**src/rtl/pss_pkg.sv**
```systemverilog
// constants, register map and carrier types for the sync and lock supervisor
package pss_pkg;
    // clock and sync window timing
    localparam int CLK_PERIOD_NS = 100;
    localparam int SYNC_MIN_FREQ_KHZ = 250;
    localparam int SYNC_MAX_FREQ_KHZ = 1250;
    localparam int SYNC_MAX_FREQ_HI_KHZ = 2500;
    localparam int SYNC_MIN_PER_CYC = (1000000 / SYNC_MAX_FREQ_KHZ + CLK_PERIOD_NS - 1) / CLK_PERIOD_NS;
    localparam int SYNC_MIN_PER_HI_CYC = (1000000 / SYNC_MAX_FREQ_HI_KHZ + CLK_PERIOD_NS - 1) / CLK_PERIOD_NS;
    localparam int SYNC_MAX_PER_CYC = (1000000 / SYNC_MIN_FREQ_KHZ) / CLK_PERIOD_NS;
    localparam int EXT_TIMEOUT_CYC = 2 * SYNC_MAX_PER_CYC;
    localparam int VCO_MIN_PER_CYC = 64;
    localparam int PHASE_STEPS_LOG2 = 3;
    // register offsets
    localparam logic [7:0] ADDR_CTRL = 8'h00;
    localparam logic [7:0] ADDR_FREQ = 8'h04;
    localparam logic [7:0] ADDR_PHASE = 8'h08;
    localparam logic [7:0] ADDR_VSTATUS = 8'h0C;
    localparam logic [7:0] ADDR_CHSTAT = 8'h10;
    localparam logic [7:0] ADDR_OVRESP = 8'h14;
    // field positions
    localparam int CTRL_RUN_LSB = 0;
    localparam int CTRL_MASK_BIT = 4;
    localparam int PHASE_CH1_LSB = 4;
    localparam int VST_LOCKED_BIT = 0;
    localparam int VST_EXT_BIT = 1;
    localparam int VST_LOCK_FAULT_BIT = 4;
    localparam int CHST_RUN_LSB = 0;
    localparam int CHST_OV_LSB = 8;
    localparam int CHST_SLAVE_LSB = 12;
    localparam int OVRESP_CH1_LSB = 8;
    // reset values
    localparam logic [15:0] FREQ_RESET = 16'h0020;
    localparam logic [1:0] RUN_RESET = 2'h0;
    localparam logic [2:0] PHASE0_RESET = 3'h0;
    localparam logic [2:0] PHASE1_RESET = 3'h4;
    localparam logic [7:0] OVRESP_RESET = 8'h00;
    localparam logic [7:0] OVRESP_HW_ONLY = 8'h00;
    localparam logic [15:0] FREQ_EXT_ONLY = 16'h0000;

    typedef enum logic [2:0] {
        PSS_OFF = 3'b001,
        PSS_RUN = 3'b010,
        PSS_FAULT = 3'b100
    } pss_state_t;

    // per-channel report from a channel unit to the supervisor
    typedef struct packed {
        logic running;
        logic start;
        logic ramp_locked;
        logic ov_set;
    } pss_ch_stat_t;

    // reference timing handed to each channel unit
    typedef struct packed {
        logic tick;
        logic [7:0] period;
    } pss_ref_t;
endpackage

```
**src/rtl/pss_channel.sv**
```systemverilog
// one pwm channel: phase-offset ramp, run state and slave fault handling
`timescale 1ns/1ps
module pss_channel
    import pss_pkg::*;
(
    input wire logic clock,
    input wire logic rst,
    input wire logic run_en,
    input wire logic locked,
    input wire logic slave,
    input wire logic comp_high,
    input wire logic [7:0] ov_resp,
    input wire pss_ref_t ref_in,
    input wire logic [7:0] offset,
    output pss_ch_stat_t stat,
    output logic pwm
);
    pss_state_t state_reg, state_next;
    logic [7:0] cnt_reg;
    logic [7:0] ramp_cnt_reg;
    logic [7:0] ramp_per_reg;
    logic pwm_reg;

    // ramp starts at the offset after each reference tick
    wire ramp_start = (cnt_reg == offset);
    wire ramp_locked = (ramp_per_reg == ref_in.period);
    wire slave_fault = slave && comp_high;
    wire go = run_en && locked;
    wire resume = (ov_resp == OVRESP_HW_ONLY) && !comp_high && run_en && locked;

    // run state selection
    always_comb begin
        state_next = state_reg;
        case (state_reg)
            PSS_OFF: if (go) state_next = PSS_RUN;
            PSS_RUN: if (slave_fault) state_next = PSS_FAULT; else if (!run_en) state_next = PSS_OFF;
            PSS_FAULT: if (resume) state_next = PSS_RUN; else if (!run_en && !comp_high) state_next = PSS_OFF;
            default: state_next = PSS_OFF;
        endcase
    end

    assign stat.running = (state_reg == PSS_RUN);
    assign stat.start = (state_reg == PSS_OFF) && (state_next == PSS_RUN);
    assign stat.ramp_locked = ramp_locked;
    assign stat.ov_set = (state_reg == PSS_RUN) && slave_fault;
    assign pwm = pwm_reg;

    // state and ramp counters
    always_ff @(posedge clock) begin
        if (rst) begin
            state_reg <= PSS_OFF;
            cnt_reg <= 8'h00;
            ramp_cnt_reg <= 8'h00;
            ramp_per_reg <= 8'h00;
            pwm_reg <= 1'b0;
        end else begin
            state_reg <= state_next;
            cnt_reg <= ref_in.tick ? 8'h00 : ((cnt_reg == 8'hFF) ? cnt_reg : cnt_reg + 8'h01);
            if (ramp_start) begin
                ramp_per_reg <= ramp_cnt_reg + 8'h01;
                ramp_cnt_reg <= 8'h00;
            end else if (ramp_cnt_reg != 8'hFF) begin
                ramp_cnt_reg <= ramp_cnt_reg + 8'h01;
            end
            // fault stops the output at once, half-period pulse otherwise
            pwm_reg <= (state_next == PSS_RUN) && !slave_fault && (ramp_start || (ramp_cnt_reg < (ref_in.period >> 1)));
        end
    end
endmodule

```
**src/rtl/pss_sync_supervisor.sv**
```systemverilog
// sync clock lock supervisor with apb registers and two pwm channels
`timescale 1ns/1ps
module pss_sync_supervisor
    import pss_pkg::*;
#(
    parameter bit HI_FREQ_VARIANT = 1'b0
)
(
    input wire logic clock,
    input wire logic rst,
    input wire logic psel,
    input wire logic penable,
    input wire logic pwrite,
    input wire logic [7:0] paddr,
    input wire logic [31:0] pwdata,
    output logic [31:0] prdata,
    output logic pready,
    output logic pslverr,
    input wire logic sync_pin,
    input wire logic frequency_strap_pin,
    input wire logic [1:0] feedback_pin_slave,
    input wire logic [1:0] comp_high,
    output logic [1:0] pwm_out,
    output logic alert_out,
    output logic alert_oe
);
    // pin synchronisers
    logic sync_ff1, sync_ff2, sync_ff3;
    logic strap_ff1, strap_ff2;
    logic [1:0] slave_ff1, slave_ff2;
    logic [1:0] comp_ff1, comp_ff2;

    // sync clock measurement and lock
    logic [7:0] meas_cnt_reg;
    logic [7:0] per_reg;
    logic [7:0] prev_per_reg;
    logic seen_reg;
    logic [7:0] int_cnt_reg;
    logic locked_reg;

    // software registers
    logic [1:0] run_reg;
    logic mask_reg;
    logic [15:0] freq_reg;
    logic [2:0] phase0_reg, phase1_reg;
    logic [7:0] ovresp0_reg, ovresp1_reg;
    logic lock_fault_reg;
    logic [1:0] ov_fault_reg;
    logic strap_pending_reg;

    // bus answer
    logic [31:0] prdata_reg;
    logic pready_reg;
    logic pslverr_reg;
    logic alert_oe_reg;
    logic alert_out_reg;

    pss_ch_stat_t st0, st1;
    logic pwm0, pwm1;

    // falling edge of the shared sync clock
    wire sync_fall = sync_ff3 && !sync_ff2;

    // external clock presence and measured period check
    wire ext_present = seen_reg && (meas_cnt_reg <= 8'(EXT_TIMEOUT_CYC));
    wire [7:0] min_per = HI_FREQ_VARIANT ? 8'(SYNC_MIN_PER_HI_CYC) : 8'(SYNC_MIN_PER_CYC);
    wire in_range = (per_reg >= min_per) && (per_reg <= 8'(SYNC_MAX_PER_CYC));
    wire [7:0] per_diff = (per_reg > prev_per_reg) ? per_reg - prev_per_reg : prev_per_reg - per_reg;
    wire per_stable = (per_diff <= 8'h01);

    // internal reference period from the frequency setting
    wire freq_zero = (freq_reg == FREQ_EXT_ONLY);
    wire [7:0] freq_per = (freq_reg[15:8] != 8'h00) ? 8'hFF : freq_reg[7:0];
    wire freq_too_slow = HI_FREQ_VARIANT && (freq_per > 8'(SYNC_MAX_PER_CYC));
    wire [7:0] set_per = freq_too_slow ? 8'(SYNC_MAX_PER_CYC) : freq_per;
    wire [7:0] int_per = freq_zero ? 8'(VCO_MIN_PER_CYC) : set_per;
    wire int_wrap = (int_cnt_reg >= int_per - 8'h01);

    // reference handed to the channels: external edge when present
    wire ref_tick = ext_present ? sync_fall : int_wrap;
    wire [7:0] ref_per = ext_present ? per_reg : int_per;
    pss_ref_t ref_bus;
    assign ref_bus.tick = ref_tick;
    assign ref_bus.period = ref_per;

    // lock indication
    wire locked_next = ext_present ? (in_range && per_stable) : !freq_zero;
    wire lock_lost = locked_reg && !locked_next;

    // phase offsets in eighths of the reference period
    // products kept at full width before the eighths are dropped
    wire [10:0] off0_prod = 11'(ref_per) * 11'(phase0_reg);
    wire [10:0] off1_prod = 11'(ref_per) * 11'(phase1_reg);
    wire [7:0] offset0 = off0_prod[10:PHASE_STEPS_LOG2];
    wire [7:0] offset1 = off1_prod[10:PHASE_STEPS_LOG2];

    // unlocked ramp at channel start
    wire ramp_bad = (st0.start && !st0.ramp_locked) || (st1.start && !st1.ramp_locked);

    // apb decode
    wire setup = psel && !penable;
    wire wr_take = psel && penable && pready_reg && pwrite;
    wire sel_ctrl = (paddr == ADDR_CTRL);
    wire sel_freq = (paddr == ADDR_FREQ);
    wire sel_phase = (paddr == ADDR_PHASE);
    wire sel_vst = (paddr == ADDR_VSTATUS);
    wire sel_chst = (paddr == ADDR_CHSTAT);
    wire sel_ovr = (paddr == ADDR_OVRESP);
    wire mapped = sel_ctrl || sel_freq || sel_phase || sel_vst || sel_chst || sel_ovr;
    wire lock_clr = wr_take && sel_vst && pwdata[VST_LOCK_FAULT_BIT];
    wire [1:0] ov_clr = (wr_take && sel_chst) ? pwdata[CHST_OV_LSB +: 2] : 2'h0;

    // read data views
    wire [31:0] rd_ctrl = {27'h0, mask_reg, 2'h0, run_reg};
    wire [31:0] rd_freq = {16'h0, freq_reg};
    wire [31:0] rd_phase = {25'h0, phase1_reg, 1'b0, phase0_reg};
    wire [31:0] rd_vst = {27'h0, lock_fault_reg, 2'h0, ext_present, locked_reg};
    wire [31:0] rd_chst = {18'h0, slave_ff2, 2'h0, ov_fault_reg, 6'h0, st1.running, st0.running};
    wire [31:0] rd_ovr = {16'h0, ovresp1_reg, ovresp0_reg};
    logic [31:0] rd_mux;
    always_comb begin
        if (sel_ctrl) begin
            rd_mux = rd_ctrl;
        end else if (sel_freq) begin
            rd_mux = rd_freq;
        end else if (sel_phase) begin
            rd_mux = rd_phase;
        end else if (sel_vst) begin
            rd_mux = rd_vst;
        end else if (sel_chst) begin
            rd_mux = rd_chst;
        end else if (sel_ovr) begin
            rd_mux = rd_ovr;
        end else begin
            rd_mux = 32'h0000_0000;
        end
    end

    // strap synchroniser runs through reset so its level is ready at release
    always_ff @(posedge clock) begin
        strap_ff1 <= frequency_strap_pin;
        strap_ff2 <= strap_ff1;
    end

    // two-flop synchronisers for the other pin inputs
    always_ff @(posedge clock) begin
        if (rst) begin
            sync_ff1 <= 1'b0;
            sync_ff2 <= 1'b0;
            sync_ff3 <= 1'b0;
            slave_ff1 <= 2'h0;
            slave_ff2 <= 2'h0;
            comp_ff1 <= 2'h0;
            comp_ff2 <= 2'h0;
        end else begin
            sync_ff1 <= sync_pin;
            sync_ff2 <= sync_ff1;
            sync_ff3 <= sync_ff2;
            slave_ff1 <= feedback_pin_slave;
            slave_ff2 <= slave_ff1;
            comp_ff1 <= comp_high;
            comp_ff2 <= comp_ff1;
        end
    end

    // period measurement between falling edges
    always_ff @(posedge clock) begin
        if (rst) begin
            meas_cnt_reg <= 8'hFF;
            per_reg <= 8'h00;
            prev_per_reg <= 8'h00;
            seen_reg <= 1'b0;
        end else if (sync_fall) begin
            meas_cnt_reg <= 8'h01;
            per_reg <= meas_cnt_reg;
            prev_per_reg <= per_reg;
            seen_reg <= 1'b1;
        end else if (meas_cnt_reg != 8'hFF) begin
            meas_cnt_reg <= meas_cnt_reg + 8'h01;
        end
    end

    // internal oscillator and lock state
    always_ff @(posedge clock) begin
        if (rst) begin
            int_cnt_reg <= 8'h00;
            locked_reg <= 1'b0;
        end else begin
            int_cnt_reg <= int_wrap ? 8'h00 : int_cnt_reg + 8'h01;
            locked_reg <= locked_next;
        end
    end

    // control registers; strap high at reset forces external clock only
    always_ff @(posedge clock) begin
        if (rst) begin
            run_reg <= RUN_RESET;
            mask_reg <= 1'b0;
            freq_reg <= FREQ_RESET;
            phase0_reg <= PHASE0_RESET;
            phase1_reg <= PHASE1_RESET;
            ovresp0_reg <= OVRESP_RESET;
            ovresp1_reg <= OVRESP_RESET;
            strap_pending_reg <= 1'b1;
        end else begin
            strap_pending_reg <= 1'b0;
            if (strap_pending_reg && strap_ff2) begin
                freq_reg <= FREQ_EXT_ONLY;
            end else if (wr_take && sel_freq) begin
                freq_reg <= pwdata[15:0];
            end
            if (wr_take && sel_ctrl) begin
                run_reg <= pwdata[CTRL_RUN_LSB +: 2];
                mask_reg <= pwdata[CTRL_MASK_BIT];
            end
            if (wr_take && sel_phase) begin
                phase0_reg <= pwdata[2:0];
                phase1_reg <= pwdata[PHASE_CH1_LSB +: 3];
            end
            if (wr_take && sel_ovr) begin
                ovresp0_reg <= pwdata[7:0];
                ovresp1_reg <= pwdata[OVRESP_CH1_LSB +: 8];
            end
        end
    end

    // sticky faults: a new event wins over a clear in the same cycle
    always_ff @(posedge clock) begin
        if (rst) begin
            lock_fault_reg <= 1'b0;
            ov_fault_reg <= 2'h0;
        end else begin
            lock_fault_reg <= lock_lost || ramp_bad || (lock_fault_reg && !lock_clr);
            ov_fault_reg <= {st1.ov_set, st0.ov_set} | (ov_fault_reg & ~ov_clr);
        end
    end

    // alert line pulled low while an unmasked lock fault stands
    always_ff @(posedge clock) begin
        if (rst) begin
            alert_oe_reg <= 1'b0;
            alert_out_reg <= 1'b0;
        end else begin
            alert_oe_reg <= lock_fault_reg && !mask_reg;
            alert_out_reg <= 1'b0;
        end
    end

    // apb answer: zero wait states, unmapped offsets give pslverr
    always_ff @(posedge clock) begin
        if (rst) begin
            prdata_reg <= 32'h0000_0000;
            pready_reg <= 1'b0;
            pslverr_reg <= 1'b0;
        end else if (setup) begin
            prdata_reg <= pwrite ? 32'h0000_0000 : rd_mux;
            pready_reg <= 1'b1;
            pslverr_reg <= !mapped;
        end else begin
            pready_reg <= 1'b0;
            pslverr_reg <= 1'b0;
        end
    end

    // the two pwm channels
    pss_channel u_ch0 (
        .clock(clock),
        .rst(rst),
        .run_en(run_reg[0]),
        .locked(locked_reg),
        .slave(slave_ff2[0]),
        .comp_high(comp_ff2[0]),
        .ov_resp(ovresp0_reg),
        .ref_in(ref_bus),
        .offset(offset0),
        .stat(st0),
        .pwm(pwm0)
    );

    pss_channel u_ch1 (
        .clock(clock),
        .rst(rst),
        .run_en(run_reg[1]),
        .locked(locked_reg),
        .slave(slave_ff2[1]),
        .comp_high(comp_ff2[1]),
        .ov_resp(ovresp1_reg),
        .ref_in(ref_bus),
        .offset(offset1),
        .stat(st1),
        .pwm(pwm1)
    );

    // outputs
    assign prdata = prdata_reg;
    assign pready = pready_reg;
    assign pslverr = pslverr_reg;
    assign alert_oe = alert_oe_reg;
    assign alert_out = alert_out_reg;
    assign pwm_out = {pwm1, pwm0};
endmodule

```
**config.mk**
```make
export PLATFORM = sky130hd
export DESIGN_NAME = pss_sync_supervisor
export DESIGN_NICKNAME = d
export VERILOG_FILES = /design/src/rtl/pss_pkg.sv /design/src/rtl/pss_channel.sv /design/src/rtl/pss_sync_supervisor.sv
export SDC_FILE = /design/constraint.sdc
export NUM_CORES = 1
export LEC_CHECK = 0
export BUFFER_PORTS_ARGS = -buffer_cell sky130_fd_sc_hd__buf_4
export CORE_UTILIZATION = 65
export DETAILED_ROUTE_END_ITERATION = 8
export PLACE_DENSITY_LB_ADDON = 0.15
export SKIP_CTS_REPAIR_TIMING = 1
export SLEW_MARGIN = 40
export SYNTH_ARGS = -nofsm -noshare
export SYNTH_HDL_FRONTEND = slang
export SYNTH_SLANG_ARGS = --single-unit
```
**constraint.sdc**
```tcl
create_clock -name clock -period 11.89 [get_ports clock]
set_clock_uncertainty 0.05 [all_clocks]
set_input_delay 2.378 -clock clock [delete_from_list [all_inputs] [get_ports clock]]
set_output_delay 2.378 -clock clock [all_outputs]
set_load 0.05 [all_outputs]
```
# Word-level counts from Yosys, hierarchy flattened
# Index checks and enable logic that the tools add are counted.
dict set report totals {
  register_bits 183
  wordCells 198
  input_bits 51
}
dict set report op_classes {
  add_sub_neg 9
  mul 2
  n_eq_ne 22
  n_reduce_logical 80
  n_mux 32
  bitwise_logic 4
  order_cmp 8
}
# op n
set op_table {}
lappend op_table {{two-way mux 16 bit} 5}
lappend op_table {{two-way mux 32 bit} 2}
lappend op_table {{adder 8 x 1 -> 8 bit, second input constant} 6}
lappend op_table {{two-way mux 8 bit} 6}
lappend op_table {{logical AND 1 bit} 41}
lappend op_table {{equality test 8 bit} 4}
lappend op_table {{two-way mux 3 bit} 10}
lappend op_table {{logical NOT 8 bit} 3}
lappend op_table {{!= test 8 bit, second input constant} 3}
lappend op_table {{multiplier 8 x 3 -> 11 bit} 2}
lappend op_table {{case mux 3 bit (3 select lines)} 2}
lappend op_table {{equality test 8 x 4 -> 1 bit, second input constant} 2}
lappend op_table {{equality test 8 x 5 -> 1 bit, second input constant} 2}
lappend op_table {{equality test 8 bit, second input constant} 2}
lappend op_table {{logical NOT 16 bit} 1}
lappend op_table {{less-than comparator 8 x 7 -> 1 bit} 2}
lappend op_table {{subtractor 8 bit} 2}
lappend op_table {{logical NOT 1 bit} 15}
lappend op_table {{OR reduction 2 bit} 7}
lappend op_table {{equality test 3 x 2 -> 1 bit, second input constant} 4}
lappend op_table {{two-way mux 6 bit} 2}
lappend op_table {{logical OR 1 bit} 10}
lappend op_table {{equality test 8 x 3 -> 1 bit, second input constant} 1}
lappend op_table {{>= comparator 8 x 4 -> 1 bit, second input constant} 1}
lappend op_table {{16 further kinds} 22}

# Longest topological paths before layout
dict set report depth {
  ltp_word 12
  mapped_depth 20
}

# Modules after synthesis
# From an unflattened synthesis, not the netlist that was laid out.
dict set report hier_totals {
  hier_cells 1251
  hier_area_um2 9955.8
}
# mod instances area_each_um2 cells_per_inst
set by_module_without_submodules {}
lappend by_module_without_submodules {pss_sync_supervisor 1 6890.4 893}
lappend by_module_without_submodules {pss_channel 2 1532.7 179}

# Least setup slack after synthesis
# OpenSTA, ideal clock, no wires.
dict set report synth_path {
  path_kind {input-to-reg}
  start {input paddr[1]}
  end {register phase1_reg[2]}
  stages 8
  required_ns 11.720
  setup_ns 0.120
  t_arrival_ns 4.464
  slack_ns 7.256
  cell_sequence {or3_1 -> or3_1 -> nor3b_1 -> and2_0 -> nor2b_1 -> buf_2 -> nor2b_1 -> a211o_1}
}
dict set report synth_via {
  elab_chain_cells 2
}
# item line
set synth_lines {}
lappend synth_lines {{start: declaration} pss_sync_supervisor.sv:14} ;# input wire logic [7:0] paddr,
lappend synth_lines {{equality test 8 x 4 -> 1 bit} pss_sync_supervisor.sv:105} ;# wire sel_phase = (paddr == ADDR_PHASE);
lappend synth_lines {{logical AND 1 bit} pss_sync_supervisor.sv:216} ;# if (wr_take && sel_phase) begin
lappend synth_lines {{end signal: assignment} pss_sync_supervisor.sv:218} ;# phase1_reg <= pwdata[PHASE_CH1_LSB +: 3];
lappend synth_lines {{end: declaration} pss_sync_supervisor.sv:45} ;# logic [2:0] phase0_reg, phase1_reg;
# Every way passes these cells.
# A chain may end at the register's enable or synchronous reset.

# Final worst setup path
dict set report layout_path {
  start {register meas_cnt_reg[0]}
  end {register u_ch0.ramp_per_reg[4]}
}
dict set report layout_via {
  elab_chain_cells 5
}
# item line
set layout_lines {}
lappend layout_lines {{start: declaration} pss_sync_supervisor.sv:34} ;# logic [7:0] meas_cnt_reg;
lappend layout_lines {{start signal: assignment} pss_sync_supervisor.sv:179} ;# meas_cnt_reg <= meas_cnt_reg + 8'h01;
lappend layout_lines {{<= comparator 8 x 7 -> 1 bit} pss_sync_supervisor.sv:65} ;# wire ext_present = seen_reg && (meas_cnt_reg <= 8'(EXT_TIMEOUT_CYC));
lappend layout_lines {{logical AND 1 bit} pss_sync_supervisor.sv:65}
lappend layout_lines {{two-way mux 8 bit} pss_sync_supervisor.sv:81} ;# wire [7:0] ref_per = ext_present ? per_reg : int_per;
lappend layout_lines {{multiplier 8 x 3 -> 11 bit} pss_sync_supervisor.sv:92} ;# wire [10:0] off0_prod = 11'(ref_per) * 11'(phase0_reg);
lappend layout_lines {{equality test 8 bit} pss_channel.sv:25} ;# wire ramp_start = (cnt_reg == offset);
lappend layout_lines {{end signal: assignment} pss_channel.sv:60} ;# ramp_per_reg <= ramp_cnt_reg + 8'h01;
lappend layout_lines {{end: declaration} pss_channel.sv:21} ;# logic [7:0] ramp_per_reg;
# Every way passes these cells.

==> results_dict.tcl <==
set metrics [dict create \
    switching_power_w 0.000389 \
    area_growth_pct 9.89 \
    dieArea_mm2 0.0160 \
    fill_cells 1187 \
    leakage_nw 4.48 \
    cp.arrival_ps 5640 \
    grt_max_degree 79 \
    crit_path_end_kind "flip-flop" \
    io_buffers 55 \
    fin_cells 1476 \
    grt_overflow 0 \
    combPwrFrac 0.145 \
    ys_ff_latch 167 \
    swShare 0.294 \
    drtIter0Drc 743 \
    cpMaxStageDelayCell "nor2_2" \
    cts_root_buf "clkbuf_16" \
    firstDrtPassIters 5 \
    num_rows 45 \
    n_antenna_cell 0 \
    finalSetupTns_ps 0 \
    crit_family "compound AO/OA/AOI/OAI gates" \
    worst-setup-path-type "reg -> reg" \
    drv_cap 0 \
    track_usage 0.309 \
    cts_tree "yes" \
    finish.utilization 0.730 \
    worstReg2RegStart "meas_cnt_reg[0]" \
    die_h_um 126 \
    regToRegSetupSlack_ps 6470 \
    wl_mm 24.1 \
    dp_cells 1445 \
    max_freq_ghz 0.185 \
    gp_congestion 0.883 \
    critPathBufInv 3 \
    antenna_found_initial 0 \
    ys_types 70 \
    synth_ff_type "dfxtp_1" \
    p_int_w 0.000937 \
    post_drt_wl_per_cell_um 16.3 \
    avgSynthCellArea_um2 8.05 \
    cts_sinks 167 \
    hold_depth 0 \
    cp_max_fo 15 \
    status "finished, final reports clean" \
    finalMaxSlewViolations 0 \
    tightestPinTransition_ps 870 \
    dp_hpwl_mm 17.6 \
    power_density_mw_per_mm2 120 \
    cts_inserted_buffers 17 \
    top_level_ports 89 \
    ant_nets 0 \
    critPathMaxStageDelay_ps 590 \
    fp.dieW_um 126 \
    critPathLaunchType "flip-flop" \
    vdd.ir_drop.worst_mv 0.120 \
    slew_headroom 0.419 \
    final_cell_mix "170 x nand2_1, 167 x dfxtp_1, 128 x a21oi_1, 93 x nor2_1, 65 x inv_1" \
    yosys_warnings 0 \
    finalInstanceArea_mm2 0.0111 \
    hold_start "strap_ff1" \
    dr_total_vias 8904 \
    reg2reg_depth 19 \
    cp_cell_sequence "inv_1, ha_1, or4b_1, a21oi_1, buf_4, nor2_1, a21oi_1, nand2_1, fa_1, inv_1, ha_1, nor2b_1, o21a_1, o211ai_1, nand3b_1, xnor2_1, o2111ai_1, nor2_2, a211oi_1" \
    p_clk_frac 0.391 \
    hold_viol 0 \
    clock_latency_ps 440 \
    drc 0 \
    power.total_w 0.00133 \
    holdPathEnd "strap_ff2" \
    clk_pin_slew_ps 70 \
    coreArea_mm2 0.0151 \
    placed_area_mm2 0.0105 \
    fin_crit_sh 0.456 \
    synth-edff-count 0 \
    nets 1402 \
    syn_inst 1249 \
    grt_pass1_vias 8207 \
    min_path_type "reg -> reg" \
    synth_area_mm2 0.0101 \
    period_needed_ps 5420 \
    final_common_cell "nand2_1" \
    drive_gt1_frac 0.0955 \
    initial_utilization 0.664 \
    htreeDepth 4 \
    vias_per_cell 6.03 \
    clockBufferDepth 2 \
    power_frac_seq 0.464 \
    cp.required_ps 12110 \
    setup_violations 0 \
    r2r_end "u_ch0.ramp_per_reg[4]" \
    ys_seq_area_frac 0.332 \
    async_reset_ff_frac 0 \
    rsz0062_at_grt "false" \
    grt_pass1_wl_mm 39.8 \
]
==> worst max-delay path by stage <==
stage | start | cells after the start | slack [ps] | to
after floorplan | paddr[1] | 8 | 7260 | phase1_reg[2]
after global placement | paddr[1] | 8 | 6490 | ovresp1_reg[4]
after detailed placement | paddr[1] | 8 | 6460 | phase1_reg[2]
after CTS | meas_cnt_reg[0] | 19 | 6520 | u_ch0.ramp_per_reg[4]
after global routing | meas_cnt_reg[0] | 19 | 6150 | u_ch0.ramp_per_reg[4]
final | meas_cnt_reg[0] | 19 | 6470 | u_ch0.ramp_per_reg[4]
==> routing by layer <==
| layer | up-vias | track usage | wire, um |
|---|---|---|---|
| met5 | - | 0 | 0 |
| met4 | 0 | 0.0978 | 503 |
| met3 | 43 | 0.0523 | 1230 |
| met2 | 270 | 0.512 | 11400 |
| met1 | 4183 | 0.412 | 11000 |
| li1 | 4408 | - | - |
==> cells in the mapped netlist, types with 7 or more instances <==
cell type / count / share of area
nand2_1: 170 / 0.063
dfxtp_1: 167 / 0.33
a21oi_1: 128 / 0.064
nor2_1: 95 / 0.035
inv_1: 65 / 0.024
ha_1: 59 / 0.073
clkbuf_1: 45 / 0.017
nand3_1: 44 / 0.022
xnor2_1: 40 / 0.035
o21ai_0: 33 / 0.016
xor2_1: 31 / 0.027
nor2b_1: 22 / 0.014
a211oi_1: 21 / 0.016
mux2i_1: 21 / 0.021
nor3_1: 21 / 0.010
buf_4: 20 / 0.015
a22oi_1: 17 / 0.013
fa_1: 16 / 0.032
and3_1: 15 / 0.0093
or3_1: 14 / 0.0087
and2_1: 13 / 0.0081
a21o_1: 12 / 0.0090
a31oi_1: 12 / 0.0075
nor4_1: 12 / 0.0075
nand2b_1: 11 / 0.0068
nand4_1: 11 / 0.0068
o211ai_1: 10 / 0.0075
o21a_1: 10 / 0.0075
nand3b_1: 9 / 0.0067
or4_1: 9 / 0.0067
o31ai_1: 7 / 0.0052
==> metrics by stage <==
stage | hold WS, ps | worst slack [ps]
after floorplan | 260 | 7260
after global placement | 314 | 6490
after detailed placement | 313 | 6460
after CTS | 324 | 6520
after global routing | 325 | 6150
final | 333 | 6470
==> logic make-up (layout without fill, tap and decap cells) <==
| logic type | Yosys count | in the layout | synth area share |
|---|---|---|---|
| and+or+nand+nor | 470 | 470 | 0.225 |
| DFF | 167 | 167 | 0.332 |
| xor gates and xnor gates | 71 | 71 | 0.0618 |
| other | 1 | 17 | 0.000373 |
| buffers and inverters | 137 | 160 | 0.0590 |
| muxes | 28 | 28 | 0.0290 |
| adders and majority gates | 75 | 75 | 0.105 |
| AOI/OAI and AO/OA | 300 | 300 | 0.187 |
==> worst reg2reg max path, delay by kind of cell, from the launching register on <==
family | cells | cell delay (ps)
xor gates and xnor gates | 1 | 220
DFF | 1 | 350
adders and majority gates | 3 | 1040
buffers and inverters | 3 | 390
and+or+nand+nor | 6 | 1580
AOI/OAI and AO/OA | 6 | 1630
==> area by class of cell <==
cell class | instances | area [um^2] | area share
clock buffers | 18 | 429 | 0.0388
clock inverters | 13 | 113 | 0.0102
multi-input cells | 961 | 6210 | 0.562
repair buffers | 63 | 473 | 0.0428
inverters | 66 | 248 | 0.0224
well taps | 188 | 235 | 0.0213
flip-flops and latches | 167 | 3340 | 0.303
==> power groups by stage <==
stage                     clock (W)  combinational (W)  sequential (W)
after floorplan                   0           0.000155        0.000619
after global placement            0           0.000185        0.000626
after detailed placement          0           0.000191        0.000628
after CTS                  0.000522           0.000193        0.000615
after global routing       0.000548           0.000214        0.000620
final                      0.000518           0.000193        0.000615
(Power assumes the default switching activity.)
